File: config.mk
export PLATFORM = sky130hd
export DESIGN_NAME = bvsup_top
export DESIGN_NICKNAME = d
export VERILOG_FILES = /design/src/bvsup_top.v /design/src/bvsup_prop.v
export VERILOG_INCLUDE_DIRS = /design/src
export SDC_FILE = /design/constraint.sdc
export NUM_CORES = 1
export LEC_CHECK = 0
export BUFFER_PORTS_ARGS = -buffer_cell sky130_fd_sc_hd__clkbuf_2
export CAP_MARGIN = 20
export CELL_PAD_IN_SITES_DETAIL_PLACEMENT = 2
export CELL_PAD_IN_SITES_GLOBAL_PLACEMENT = 2
export CORE_UTILIZATION = 35
export CTS_CLUSTER_DIAMETER = 50
export DETAILED_ROUTE_END_ITERATION = 10
export GPL_TIMING_DRIVEN = 1
export PLACE_DENSITY_LB_ADDON = 0.1
export SYNTH_ARGS = -nofsm -noshare
export SYNTH_HDL_FRONTEND = slang
export SYNTH_SLANG_ARGS = --single-unit
File: constraint.sdc
create_clock -name core_clk -period 10.55 [get_ports core_clk]
set_clock_uncertainty 0.05 [all_clocks]
set_input_delay 0.5275 -clock core_clk [delete_from_list [all_inputs] [get_ports core_clk]]
set_output_delay 0.5275 -clock core_clk [all_outputs]
set_load 0.05 [all_outputs]
File: src/bvsup_defines.vh
// bus voltage supervisor: offsets, field positions, reset values, timing counts
// assumes a 100 MHz core clock and a classic wishbone slave port
// Operation
// - keep a 32-bit run-time counter that counts whole seconds while powered
// - load the count from storage at power-up, save it back periodically
// - latch every converter sample of the bus voltage for readback
// - compare samples with programmable under/over thresholds with symmetric hysteresis
// - below undervoltage minus hysteresis, pull all group fault lines low
// - undervoltage also clears programming status, saves counter, sets low flag
// - above undervoltage plus hysteresis, reprogram; auto turn-on or await command
// - above overvoltage plus hysteresis, pull all lines low and save counter
// - overvoltage held 50 ms: drop front-end enable, clear status, set high flag
// - overvoltage held further 50 ms: one 1 ms crowbar pulse
// - one second after overvoltage clears: front-end on, reprogram, maybe turn on
// - about 1 ms from threshold crossing to pulling the fault lines
// - configuration bit selects internal or external 2.5 V reference
// - four groups A to D, each of 1 to 32 converters
// - per-group propagation enables; errors also act on front end and crowbar
// - group propagation completes well under 10 us
// - per-device aux fault enable; never from aux devices back to converters
// - option to assert front-end enable at power-up, else bus command or overvoltage recovery only
// - a converter-pulled group line pulls other lines as programmed
`ifndef BVSUP_DEFINES_VH
`define BVSUP_DEFINES_VH

`define BVS_ADR_CTRL 8'h00
`define BVS_ADR_UV 8'h04
`define BVS_ADR_OV 8'h08
`define BVS_ADR_STAT 8'h0C
`define BVS_ADR_VBUS 8'h10
`define BVS_ADR_RTC 8'h14
`define BVS_ADR_PSTAT 8'h18
`define BVS_ADR_PROP 8'h1C
`define BVS_ADR_AUX 8'h20

`define BVS_CTRL_AUTO_ON 0
`define BVS_CTRL_FE_AUTO 1
`define BVS_CTRL_REF_EXT 2
`define BVS_CTRL_TURN_ON 3
`define BVS_CTRL_FE_ON 4
`define BVS_STAT_LOW 0
`define BVS_STAT_HIGH 1

`define BVS_CTRL_RST 3'h3
`define BVS_UV_RST 10'h2E8
`define BVS_OV_RST 10'h380
`define BVS_HYST_RST 10'h004
`define BVS_PROP_RST 32'h00000000
`define BVS_AUX_RST 20'h00000

`define BVS_CLK_NS 10
`define BVS_MS_NS 1000000
`define BVS_MS_CYCLES (`BVS_MS_NS / `BVS_CLK_NS)
`define BVS_SAVE_S 60
`define BVS_TRIP_MS 11'h001
`define BVS_OV_FE_MS 11'h032
`define BVS_OV_CB_MS 11'h032
`define BVS_CB_MS 11'h001
`define BVS_REC_MS 11'h3E8
`define BVS_SEC_MS 10'h3E7

`endif

File: src/bvsup_top.v
// bus voltage supervisor top: wishbone registers, run-time counter,
// bus voltage state machine, front end and crowbar control
// assumes a free-running converter and storage that answers at power-up
//
// Register access over Wishbone and the placing of the registers are this design's own decisions.
`timescale 1ns/1ns
`default_nettype none
`include "bvsup_defines.vh"
module bvsup_top #(
   parameter MS_CYCLES = `BVS_MS_CYCLES,
   parameter SAVE_SECONDS = `BVS_SAVE_S,
   parameter [9:0] HYST = `BVS_HYST_RST
) (
   input wire core_clk,
   input wire reset,
   input wire wb_cyc_i,
   input wire wb_stb_i,
   input wire wb_we_i,
   input wire [7:0] wb_adr_i,
   input wire [3:0] wb_sel_i,
   input wire [31:0] wb_dat_i,
   output reg [31:0] wb_dat_o,
   output reg wb_ack_o,
   input wire [9:0] bus_voltage_sense,
   input wire bus_voltage_valid,
   input wire [31:0] nv_count_in,
   input wire nv_count_valid,
   output reg nv_save_req,
   output reg [31:0] nv_save_data,
   input wire [3:0] group_ok_in,
   output wire [3:0] group_ok_out,
   output wire [3:0] group_ok_oe,
   input wire [3:0] group_error,
   output wire [3:0] aux_off,
   output reg front_end_enable,
   output reg crowbar_trigger,
   output wire ref_external,
   output reg program_req,
   input wire program_done,
   input wire [31:0] program_ok_set,
   output reg turn_on_req
);
   // normal state and the undervoltage path
   localparam S_NORM = 4'h0;
   localparam S_UVDLY = 4'h1;
   localparam S_UV = 4'h2;

   // overvoltage path
   localparam S_OVDLY = 4'h3;
   localparam S_OV1 = 4'h4;
   localparam S_OV2 = 4'h5;
   localparam S_CB = 4'h6;
   localparam S_OVHOLD = 4'h7;
   localparam S_OVREC = 4'h8;

   // reprogramming, shared by both paths
   localparam S_PROG = 4'h9;
   localparam S_WAITON = 4'hA;

   // configuration, status and counters
   reg [2:0] ctrl_q;
   reg [9:0] uv_q;
   reg [9:0] ov_q;
   reg [31:0] prop_q;
   reg [19:0] aux_q;
   reg low_q;
   reg high_q;
   reg [9:0] intermediate_bus_voltage_q;
   reg [31:0] rt_q;
   reg [31:0] pstat_q;
   reg [31:0] ms_cnt_q;
   reg [9:0] sec_ms_q;
   reg [31:0] save_cnt_q;
   reg [3:0] st_q;
   reg [3:0] st_d;
   reg [10:0] tmr_q;
   reg [10:0] ecb_q;
   reg ecb_on_q;
   reg err_kill_d1_q;
   reg boot_q;
   reg [31:0] rd_d;

   // propagation outputs
   wire [3:0] pull;
   wire err_kill;

   // bus access
   wire wb_req = wb_cyc_i & wb_stb_i;
   wire wr = wb_req & wb_we_i & wb_ack_o;
   wire [31:0] wm = {{8{wb_sel_i[3]}}, {8{wb_sel_i[2]}}, {8{wb_sel_i[1]}}, {8{wb_sel_i[0]}}};
   wire [31:0] wd = wb_dat_i & wm;
   wire wr_ctrl = wr && wb_adr_i == `BVS_ADR_CTRL;
   wire turn_on_cmd = wr_ctrl & wd[`BVS_CTRL_TURN_ON];
   wire fe_on_cmd = wr_ctrl & wd[`BVS_CTRL_FE_ON];
   wire stat_w1c = wr && wb_adr_i == `BVS_ADR_STAT;

   // time base
   wire ms_tick = ms_cnt_q == MS_CYCLES - 1;
   wire sec_tick = ms_tick && sec_ms_q == `BVS_SEC_MS;
   wire save_due = sec_tick && save_cnt_q == SAVE_SECONDS - 1;

   // threshold compares with symmetric hysteresis
   wire [10:0] v_ext = {1'b0, intermediate_bus_voltage_q};
   wire [10:0] v_plus = v_ext + {1'b0, HYST};
   wire uv_low = v_plus < {1'b0, uv_q};
   wire uv_ok = v_ext > ({1'b0, uv_q} + {1'b0, HYST});
   wire ov_hi = v_ext > ({1'b0, ov_q} + {1'b0, HYST});
   wire ov_ok = v_plus < {1'b0, ov_q};

   // state entry events
   wire chg = st_d != st_q;
   wire ent_uv = chg && st_d == S_UV;
   wire ent_ov1 = chg && st_d == S_OV1 && st_q == S_OVDLY;
   wire ent_ov2 = chg && st_d == S_OV2;
   wire ent_prog = chg && st_d == S_PROG;
   wire ent_norm = chg && st_d == S_NORM && (st_q == S_PROG || st_q == S_WAITON);
   // lines stay low until the converters are turned on again
   wire force_all = st_q != S_NORM && st_q != S_UVDLY && st_q != S_OVDLY;

   assign group_ok_out = 4'h0;
   assign group_ok_oe = pull;
   assign ref_external = ctrl_q[`BVS_CTRL_REF_EXT];

   bvsup_prop #(
      .NGRP(4)
   ) u_prop (
      .core_clk(core_clk),
      .reset(reset),
      .ok_in(group_ok_in),
      .err_in(group_error),
      .fault_en(prop_q[15:0]),
      .err_en(prop_q[31:16]),
      .force_all(force_all),
      .aux_en(aux_q[3:0]),
      .aux_grp(aux_q[11:4]),
      .err_front_end_enable(aux_q[19:16]),
      .pull_q(pull),
      .aux_off_q(aux_off),
      .err_kill_q(err_kill)
   );

   // bus voltage sequence
   always @* begin
      st_d = st_q;
      case (st_q)
         S_NORM: begin
            if (ov_hi)
               st_d = S_OVDLY;
            else if (uv_low)
               st_d = S_UVDLY;
         end
         S_UVDLY: begin
            if (!uv_low)
               st_d = S_NORM;
            else if (tmr_q >= `BVS_TRIP_MS)
               st_d = S_UV;
         end
         S_UV: begin
            if (uv_ok)
               st_d = S_PROG;
         end
         S_OVDLY: begin
            if (!ov_hi)
               st_d = S_NORM;
            else if (tmr_q >= `BVS_TRIP_MS)
               st_d = S_OV1;
         end
         S_OV1: begin
            if (ov_ok)
               st_d = S_OVREC;
            else if (tmr_q >= `BVS_OV_FE_MS)
               st_d = S_OV2;
         end
         S_OV2: begin
            if (ov_ok)
               st_d = S_OVREC;
            else if (tmr_q >= `BVS_OV_CB_MS)
               st_d = S_CB;
         end
         S_CB: begin
            if (tmr_q >= `BVS_CB_MS)
               st_d = S_OVHOLD;
         end
         S_OVHOLD: begin
            if (ov_ok)
               st_d = S_OVREC;
         end
         S_OVREC: begin
            if (!ov_ok)
               st_d = S_OVHOLD;
            else if (tmr_q >= `BVS_REC_MS)
               st_d = S_PROG;
         end
         S_PROG: begin
            if (program_done)
               st_d = ctrl_q[`BVS_CTRL_AUTO_ON] ? S_NORM : S_WAITON;
         end
         S_WAITON: begin
            if (turn_on_cmd)
               st_d = S_NORM;
         end
         default: st_d = S_NORM;
      endcase
   end

   always @(posedge core_clk or posedge reset) begin
      if (reset) begin
         st_q <= S_NORM;
         tmr_q <= 11'h000;
      end else begin
         st_q <= st_d;
         if (chg)
            tmr_q <= 11'h000;
         else if (ms_tick && tmr_q != 11'h7FF)
            tmr_q <= tmr_q + 11'h001;
      end
   end

   // time base and run-time counter
   always @(posedge core_clk or posedge reset) begin
      if (reset) begin
         ms_cnt_q <= 32'h00000000;
         sec_ms_q <= 10'h000;
         save_cnt_q <= 32'h00000000;
         rt_q <= 32'h00000000;
      end else begin
         ms_cnt_q <= ms_tick ? 32'h00000000 : ms_cnt_q + 32'h00000001;
         if (ms_tick)
            sec_ms_q <= sec_tick ? 10'h000 : sec_ms_q + 10'h001;
         if (sec_tick)
            save_cnt_q <= save_due ? 32'h00000000 : save_cnt_q + 32'h00000001;
         if (nv_count_valid)
            rt_q <= nv_count_in;
         else if (sec_tick)
            rt_q <= rt_q + 32'h00000001;
      end
   end

   // counter save, sample latch, programming status
   always @(posedge core_clk or posedge reset) begin
      if (reset) begin
         nv_save_req <= 1'b0;
         nv_save_data <= 32'h00000000;
         intermediate_bus_voltage_q <= 10'h000;
         pstat_q <= 32'h00000000;
      end else begin
         nv_save_req <= save_due | ent_uv | ent_ov1;
         if (save_due | ent_uv | ent_ov1)
            nv_save_data <= rt_q;
         if (bus_voltage_valid)
            intermediate_bus_voltage_q <= bus_voltage_sense;
         // a status set in the clearing cycle survives
         pstat_q <= ((ent_uv | ent_ov2) ? 32'h00000000 : pstat_q) | program_ok_set;
      end
   end

   // front end, crowbar and converter requests
   always @(posedge core_clk or posedge reset) begin
      if (reset) begin
         boot_q <= 1'b1;
         front_end_enable <= 1'b0;
         crowbar_trigger <= 1'b0;
         ecb_on_q <= 1'b0;
         ecb_q <= 11'h000;
         err_kill_d1_q <= 1'b0;
         program_req <= 1'b0;
         turn_on_req <= 1'b0;
      end else begin
         boot_q <= 1'b0;
         err_kill_d1_q <= err_kill;
         if (err_kill | ent_ov2)
            front_end_enable <= 1'b0;
         else if ((boot_q & ctrl_q[`BVS_CTRL_FE_AUTO]) | fe_on_cmd)
            front_end_enable <= 1'b1;
         else if (ent_prog && st_q == S_OVREC)
            front_end_enable <= 1'b1;
         // error crowbar pulse ends on the next millisecond tick
         if (err_kill & ~err_kill_d1_q) begin
            ecb_on_q <= 1'b1;
            ecb_q <= 11'h000;
         end else if (ecb_on_q && ms_tick) begin
            if (ecb_q + 11'h001 >= `BVS_CB_MS)
               ecb_on_q <= 1'b0;
            ecb_q <= ecb_q + 11'h001;
         end
         crowbar_trigger <= st_d == S_CB || ecb_on_q;
         program_req <= ent_prog;
         turn_on_req <= ent_norm;
      end
   end

   // registers and flags
   always @(posedge core_clk or posedge reset) begin
      if (reset) begin
         ctrl_q <= `BVS_CTRL_RST;
         uv_q <= `BVS_UV_RST;
         ov_q <= `BVS_OV_RST;
         prop_q <= `BVS_PROP_RST;
         aux_q <= `BVS_AUX_RST;
         low_q <= 1'b0;
         high_q <= 1'b0;
      end else begin
         if (wr_ctrl)
            ctrl_q <= (ctrl_q & ~wm[2:0]) | wd[2:0];
         if (wr && wb_adr_i == `BVS_ADR_UV)
            uv_q <= (uv_q & ~wm[9:0]) | wd[9:0];
         if (wr && wb_adr_i == `BVS_ADR_OV)
            ov_q <= (ov_q & ~wm[9:0]) | wd[9:0];
         if (wr && wb_adr_i == `BVS_ADR_PROP)
            prop_q <= (prop_q & ~wm) | wd;
         if (wr && wb_adr_i == `BVS_ADR_AUX)
            aux_q <= (aux_q & ~wm[19:0]) | wd[19:0];
         // hardware set wins over a write-one clear
         low_q <= ent_uv | (low_q & ~(stat_w1c & wd[`BVS_STAT_LOW]));
         high_q <= ent_ov2 | (high_q & ~(stat_w1c & wd[`BVS_STAT_HIGH]));
      end
   end

   // read data, loaded into the output register at the take edge
   always @* begin
      rd_d = 32'h00000000;
      case (wb_adr_i)
         `BVS_ADR_CTRL: rd_d = {29'h00000000, ctrl_q};
         `BVS_ADR_UV: rd_d = {22'h000000, uv_q};
         `BVS_ADR_OV: rd_d = {22'h000000, ov_q};
         `BVS_ADR_STAT: rd_d = {24'h000000, st_q, crowbar_trigger, front_end_enable,
                                high_q, low_q};
         `BVS_ADR_VBUS: rd_d = {22'h000000, intermediate_bus_voltage_q};
         `BVS_ADR_RTC: rd_d = rt_q;
         `BVS_ADR_PSTAT: rd_d = pstat_q;
         `BVS_ADR_PROP: rd_d = prop_q;
         `BVS_ADR_AUX: rd_d = {12'h000, aux_q};
         default: rd_d = 32'h00000000;
      endcase
   end

   // one wait state, ack for one cycle, unmapped reads zero
   always @(posedge core_clk or posedge reset) begin
      if (reset) begin
         wb_ack_o <= 1'b0;
         wb_dat_o <= 32'h00000000;
      end else begin
         wb_ack_o <= wb_req & ~wb_ack_o;
         if (wb_req & ~wb_ack_o)
            wb_dat_o <= rd_d;
      end
   end
endmodule // bvsup_top
`default_nettype wire

File: src/bvsup_prop.v
// bus voltage supervisor: group fault and error propagation matrix
// assumes active-low open-drain group lines, sampled synchronously
`timescale 1ns/1ns
`default_nettype none
module bvsup_prop #(
   parameter NGRP = 4
) (
   input wire core_clk,
   input wire reset,
   input wire [NGRP-1:0] ok_in,
   input wire [NGRP-1:0] err_in,
   input wire [NGRP*NGRP-1:0] fault_en,
   input wire [NGRP*NGRP-1:0] err_en,
   input wire force_all,
   input wire [NGRP-1:0] aux_en,
   input wire [2*NGRP-1:0] aux_grp,
   input wire [NGRP-1:0] err_front_end_enable,
   output reg [NGRP-1:0] pull_q,
   output reg [NGRP-1:0] aux_off_q,
   output reg err_kill_q
);
   wire [NGRP*NGRP-1:0] hit;
   wire [NGRP-1:0] pull_d;
   wire [NGRP-1:0] aux_d;
   genvar g, s;
   generate
      for (g = 0; g < NGRP; g = g + 1) begin : grp
         for (s = 0; s < NGRP; s = s + 1) begin : src
            // a source never re-pulls itself
            assign hit[g*NGRP+s] = (s != g) &&
               ((~ok_in[s] & fault_en[s*NGRP+g]) | (err_in[s] & err_en[s*NGRP+g]));
         end
         assign pull_d[g] = force_all | (|hit[g*NGRP+NGRP-1:g*NGRP]);
         // aux devices only receive, they have no path back
         assign aux_d[g] = aux_en[g] & ~ok_in[aux_grp[2*g+1:2*g]];
      end
   endgenerate
   // one cycle from line to line, far below the limit
   always @(posedge core_clk or posedge reset) begin
      if (reset) begin
         pull_q <= {NGRP{1'b0}};
         aux_off_q <= {NGRP{1'b0}};
         err_kill_q <= 1'b0;
      end else begin
         pull_q <= pull_d;
         aux_off_q <= aux_d;
         err_kill_q <= |(err_in & err_front_end_enable);
      end
   end
endmodule // bvsup_prop
`default_nettype wire

==> impl_metrics.yaml, run 1 <==
run_status:
  status: "finished, violations left"
  violations: "DRC"
routing:
  route.met2.wl_um: 27200
  drt_pass1_iterations: 8
  ant_nets: 0
  wl_met1_um: 25100
  drtIter0Drc: 647
  viasPerCell: 5.52
  num_vias: 13300
  met3WireLength_um: 2750
  drc: 36
  wirelength_um: 56900
  post_drt_wl_per_cell_um: 23.7
  top_layer_used: "met5"
sta:
  worst_pin_slew_ps: 981
  fin_crit_ps: 4010
  grt_setup_unrepaired: "false"
  layout_setup_ws_ps: 6540
  fin_setup_tns_ps: 0
  slew_violations: 0
  setup_viol: 0
  period_share_pct: 38.0
  clock.fmax_mhz: 249
  hold_viol: 0
  relSlewSlack_pct: 34.6
clock_tree:
  cts_resized: 0
  clk_path_buf_depth: 3
  path_clk_slew_ps: 60
  cts_tree: "yes"
  postCtsHoldBufs: 0
  cts_sinks: 333
  clkLatencyLatePin_ps: 600
  numCtsBuffers: 44
  htree_num_levels: 2
  post_cts_buffers: 0
  root_buffer: "clkbuf_16"
yosys:
  syn_inst: 1543
  synth-edff-count: 0
  ys_warn_count: 0
  syn_avg_cell_area_sq_um: 10.8
  ys.flop_type: "dfrtp_1"
  netlist.area_leader.share_pct: 48.5
  ys_top_cells_by_area: "dfrtp_1, mux2_2, nand2_1"
  yosysSeqAreaShare_pct: 50.2
  ys_ff_latch: 333
  yosys.area.top_type: "dfrtp_1"
  synthesis.area_sq_um: 16600
  synth.distinct_cells: 70
  async_flop_share_pct: 100
placement:
  gp_congestion: 0.881
  dp_slack_ps: 6530
  post-dp-hpwl_um: 42000
  port-buffer-count: 212
worst_setup_path:
  end_kind: "flop"
  cp-start-kind: "flop"
  startpoint: "intermediate_bus_voltage_q[5]"
  path_delay_family: "simple AND/OR/NAND/NOR gates"
  crit_type: "reg2reg"
  reg2regPathDepth: 12
  cp.arrival_ps: 4430
  cp_num_cells: 12
  crit_required_ps: 10960
  crit_buf_inv: 0
  crit_path_max_fanout: 12
  critPathMaxStageDelay_ps: 580
  critPathSlowestCell: "a2111oi_2"
  r2r-start: "intermediate_bus_voltage_q[5]"
  path_cells: "and4_1 > nand4_1 > xnor2_1 > ha_1 > nand3_1 > a21oi_1 > a2111oi_2 > a22oi_1 > nor4_1 > nor2b_1 > mux2_2 > o211a_1"
global_routing:
  antenna_found_initial: 12
  grt_usage_pct: 24.2
  grt_max_degree: 137
  grt_pass1_vias: 14600
  grt_overflow: 0
  grt_pass1_wl_um: 88400
floorplan:
  coreArea_sq_um: 46800
  initial_core_util_pct: 35.6
  top_level_ports: 217
  dieArea_sq_um: 48400
  die_h_um: 220
  die_w_um: 220
  rows: 79
job:
  maxCapViolCount: 0
min_path:
  worst_hold_path.num_cells: 2
  hold_start: "program_ok_set[20]"
  hold_path.class: "in2reg"
pwr:
  power_uw: 3310
  powerDensity_nw_per_um2: 167
  peakVddDrop_mv: 0.112
  leakage_uw: 0.00939
final_layout:
  nets: 1936
  drive_above_1_share_pct: 23.5
  area_growth_pct: 19.6
[layer usage]
metal	global-route usage, %	vias up
met5	0	-
met4	9.56	2
met3	3.69	97
met2	39.7	301
met1	31.8	6871
li1	-	6018
[layout by cell type, fill, tap and decap left out, drive strengths merged, types with 30 or more instances in the layout]
master    n
o21ai    78
nand2   167
xnor2    71
mux2    105
nor3     31
a21o     34
dfrtp   322
inv      45
mux2i    30
nor2     69
and3     36
nand3    86
xor2     60
nand4    48
ha       48
a22o     33
clkbuf  267
[worst register-to-register path: stages (launching register included)]
cell and delay (ps):
dfrtp_1 540, and4_1 310, nand4_1 130, xnor2_1 260, ha_1 310, nand3_1 120, a21oi_1 70, a2111oi_2 580
a22oi_1 170, nor4_1 330, nor2b_1 250, mux2_2 520, o211a_1 260
[layout make-up]
cell class	instances	area, sq um
fill	4909	26900
timing repair buffer	229	1190
multi-input combinational	1104	7860
tap	607	759
inverter	42	165
clock inverter	26	319
sequential	333	8350
clock buffer	55	1220
antenna	10	25.0
[cell usage after synthesis (all sizes together), types with 5 or more instances]
master	n
a211oi	6
a21o	34
a21oi	27
a221oi	10
a222oi	15
a22o	33
a22oi	20
and2	11
and3	36
and4	17
buf	17
clkbuf	51
dfrtp	322
dfstp	11
ha	48
inv	42
mux2	105
mux2i	30
nand2	167
nand2b	8
nand3	86
nand3b	6
nand4	48
nor2	69
nor2b	9
nor3	31
nor4	18
o211ai	5
o21ai	78
or3	8
or4	5
xnor2	71
xor2	60
[metrics by stage]
| step | hold WS [ps] | std cells | area (sq um) | util (%) |
|---|---|---|---|---|
| after floorplan | 317 | 1547 | 16600 | - |
| after global placement | 365 | 2315 | 18300 | 39.2 |
| after detailed placement | 368 | 2315 | 18300 | 39.2 |
| after CTS | 22.8 | 2396 | 19900 | 42.5 |
| after global routing | 49.5 | 2401 | 19900 | 42.5 |
| final | 59.4 | 2406 | 19900 | 42.5 |
[cells by family after synthesis]
| group | synth area share (%) |
|---|---|
| XOR/XNOR | 6.90 |
| multiplexers | 9.46 |
| adder cells (fa/ha/maj) | 3.61 |
| AO/OA/AOI/OAI | 10.8 |
| other | 0.0225 |
| flip-flops | 50.2 |
| AND/OR/NAND/NOR | 16.4 |
| buffers and inverters | 2.68 |
[power by group]
group	switching, uW	leakage [uW]	internal [uW]
combinational	247	0.00434	105
clock	627	0.000749	954
sequential	68.7	0.00430	1310
[final timing paths]
kind                                    end  slack [ps]
max                             program_req        6540
min                             pstat_q[20]          60
max reg2reg                     program_req        6540
min reg2reg                   err_kill_d1_q         380
max in group asynchronous        pstat_q[3]        8110
min in group asynchronous  nv_save_data[29]         130
No activity file was read; power rests on OpenSTA's default activity.
==> run 2: changes to the inputs <==
==> constraint.sdc (replaced) <==
create_clock -name core_clk -period 3.9 [get_ports core_clk]
set_clock_uncertainty 0.05 [all_clocks]
set_input_delay 0.195 -clock core_clk [delete_from_list [all_inputs] [get_ports core_clk]]
set_output_delay 0.195 -clock core_clk [all_outputs]
set_load 0.05 [all_outputs]
==> run 2 against run 1 <==
  * Core utilization up 3.0 points
  * Register-to-register slack worse by 6300 ps
  * The run still ends with DRC left
  * Non-clock buffer count up 131
  * Hold slack worse by 48 ps
  * Sequential power rose to 2.7 times the previous value
  * Clock-buffer cell count up 14
==> impl_metrics.yaml, run 2 (synthesis results as in run 1) <==
run_status:
  status: "finished, violations left"
  violations: "DRC"
sta:
  clock.fmax_mhz: 276
  slew_violations: 0
  worst_pin_slew_ps: 979
  period_share_pct: 92.9
  hold_ws_ps: 11.6
  fin_setup_tns_ps: 0
  layout_setup_ws_ps: 275
  hold_viol: 0
  setup_viol: 0
  grt_setup_unrepaired: "false"
  relSlewSlack_pct: 34.6
  fin_crit_ps: 3630
routing:
  num_vias: 14000
  drt_pass1_iterations: 8
  drtIter0Drc: 838
  ant_nets: 0
  drc: 32
  wirelength_um: 62000
  viasPerCell: 5.53
  post_drt_wl_per_cell_um: 24.5
placement:
  port-buffer-count: 212
  gp_congestion: 0.872
  post-dp-hpwl_um: 43000
  dp_slack_ps: 196
worst_setup_path:
  crit_required_ps: 4300
  reg2regPathDepth: 13
  cp-start-kind: "flop"
  cp.arrival_ps: 4030
  rr_endpoint: "tmr_q[1]"
  end_kind: "flop"
  reg2reg_slack_ps: 270
  crit_path_max_fanout: 12
  crit_type: "reg2reg"
min_path:
  worst_hold_path.num_cells: 3
  hold_start: "wb_dat_i[2]"
  hold_path.class: "in2reg"
clock_tree:
  clk_path_buf_depth: 3
  clkLatencyLatePin_ps: 580
  cts_sinks: 333
  path_clk_slew_ps: 50
  numCtsBuffers: 46
  htree_num_levels: 2
  cts_tree: "yes"
  post_cts_buffers: 0
  root_buffer: "clkbuf_16"
pwr:
  powerDensity_nw_per_um2: 434
  leakage_uw: 0.0100
  peakVddDrop_mv: 0.353
  power_uw: 9240
floorplan:
  top_level_ports: 217
  die_w_um: 220
  dieArea_sq_um: 48400
  rows: 79
  initial_core_util_pct: 35.6
  die_h_um: 220
  coreArea_sq_um: 46800
job:
  maxCapViolCount: 0
global_routing:
  grt_overflow: 0
  grt_pass1_wl_um: 95700
  grt_pass1_vias: 15800
  antenna_found_initial: 4
  grt_max_degree: 99
  grt_usage_pct: 26.2
final_layout:
  nets: 2069
  final_common_cell: "dfrtp_1"
  final_cell_mix: "dfrtp_1, clkbuf_2, nand2_1"
  multiInputGateArea_sq_um: 7870
  area_growth_pct: 27.9
  register_area_sq_um: 8350
  drive_above_1_share_pct: 22.7
  n_fill_cell: 4792
  final_util_pct: 45.5
-- run 2: changes by cell type in the layout (fill, tap and decap cells not counted), moves of 2 or more --
| cell | previous run | this run |
|---|---|---|
| clkbuf_1 | 4 | 12 |
| clkbuf_16 | 45 | 47 |
| clkinv_2 | 10 | 3 |
| clkbuf_8 | 6 | 10 |
| buf_12 | 0 | 8 |
| diode_2 | 10 | 5 |
| dlygate4sd3_1 | 0 | 111 |
| buf_4 | 17 | 29 |
-- run 2: cell type report --
type	count	share of cell area, %
sequential	333	39.2
multi-input combinational	1104	37.0
timing repair buffer	360	12.0
clock buffer	69	6.39
tap	607	3.57
clock inverter	15	1.05
inverter	42	0.759
antenna	5	0.0588
-- run 2: routing by layer --
metal / GRT usage (%) / part of all wire [%]
met4: 10.3 / 3.6
met3: 3.73 / 3.8
met1: 33.2 / 43
met2: 44.8 / 50
met5: 0 / 0
-- run 2: worst max path at each step --
stage,to,slack [ps],cells past startpoint,start
detailed placement,tmr_q[1],200,13,intermediate_bus_voltage_q[3]
global placement,program_req,340,12,flop
global route,tmr_q[1],20,13,intermediate_bus_voltage_q[3]
finish,tmr_q[1],270,13,flop
CTS,tmr_q[1],160,12,flop
floorplan,async pin,-780,1,reset
-- run 2: power by group --
group | leakage (uW) | switching [uW] | internal [uW]
Clock | 0.000766 | 1660 | 2740
Sequential | 0.00430 | 164 | 3550
Combinational | 0.00494 | 737 | 392
-- run 2: critical path, stage by stage, from the launching register on --
cell	delay, ps
dfstp_2	570
inv_1	90
nor3_1	230
nand3_1	150
xnor2_1	170
ha_1	290
nand3_1	80
or3_1	380
nand3_1	110
a21oi_1	80
nor4_1	340
nor2b_1	280
mux2_4	430
a2111oi_2	240
-- run 2: timing repair --
action | 4_1_cts | 5_1_grt
hold endpoints to repair | 184 | 0
endpoints found under the setup margin | 0 | 2
hold buffers | 111 | 0
resized for setup | 0 | 2
-- run 2: metrics by stage --
stage	instances	area, sq um
after detailed placement	2334	18500
after global placement	2334	18500
final	2535	21300
after global routing	2534	21300
after CTS	2529	21200
after floorplan	1547	16600
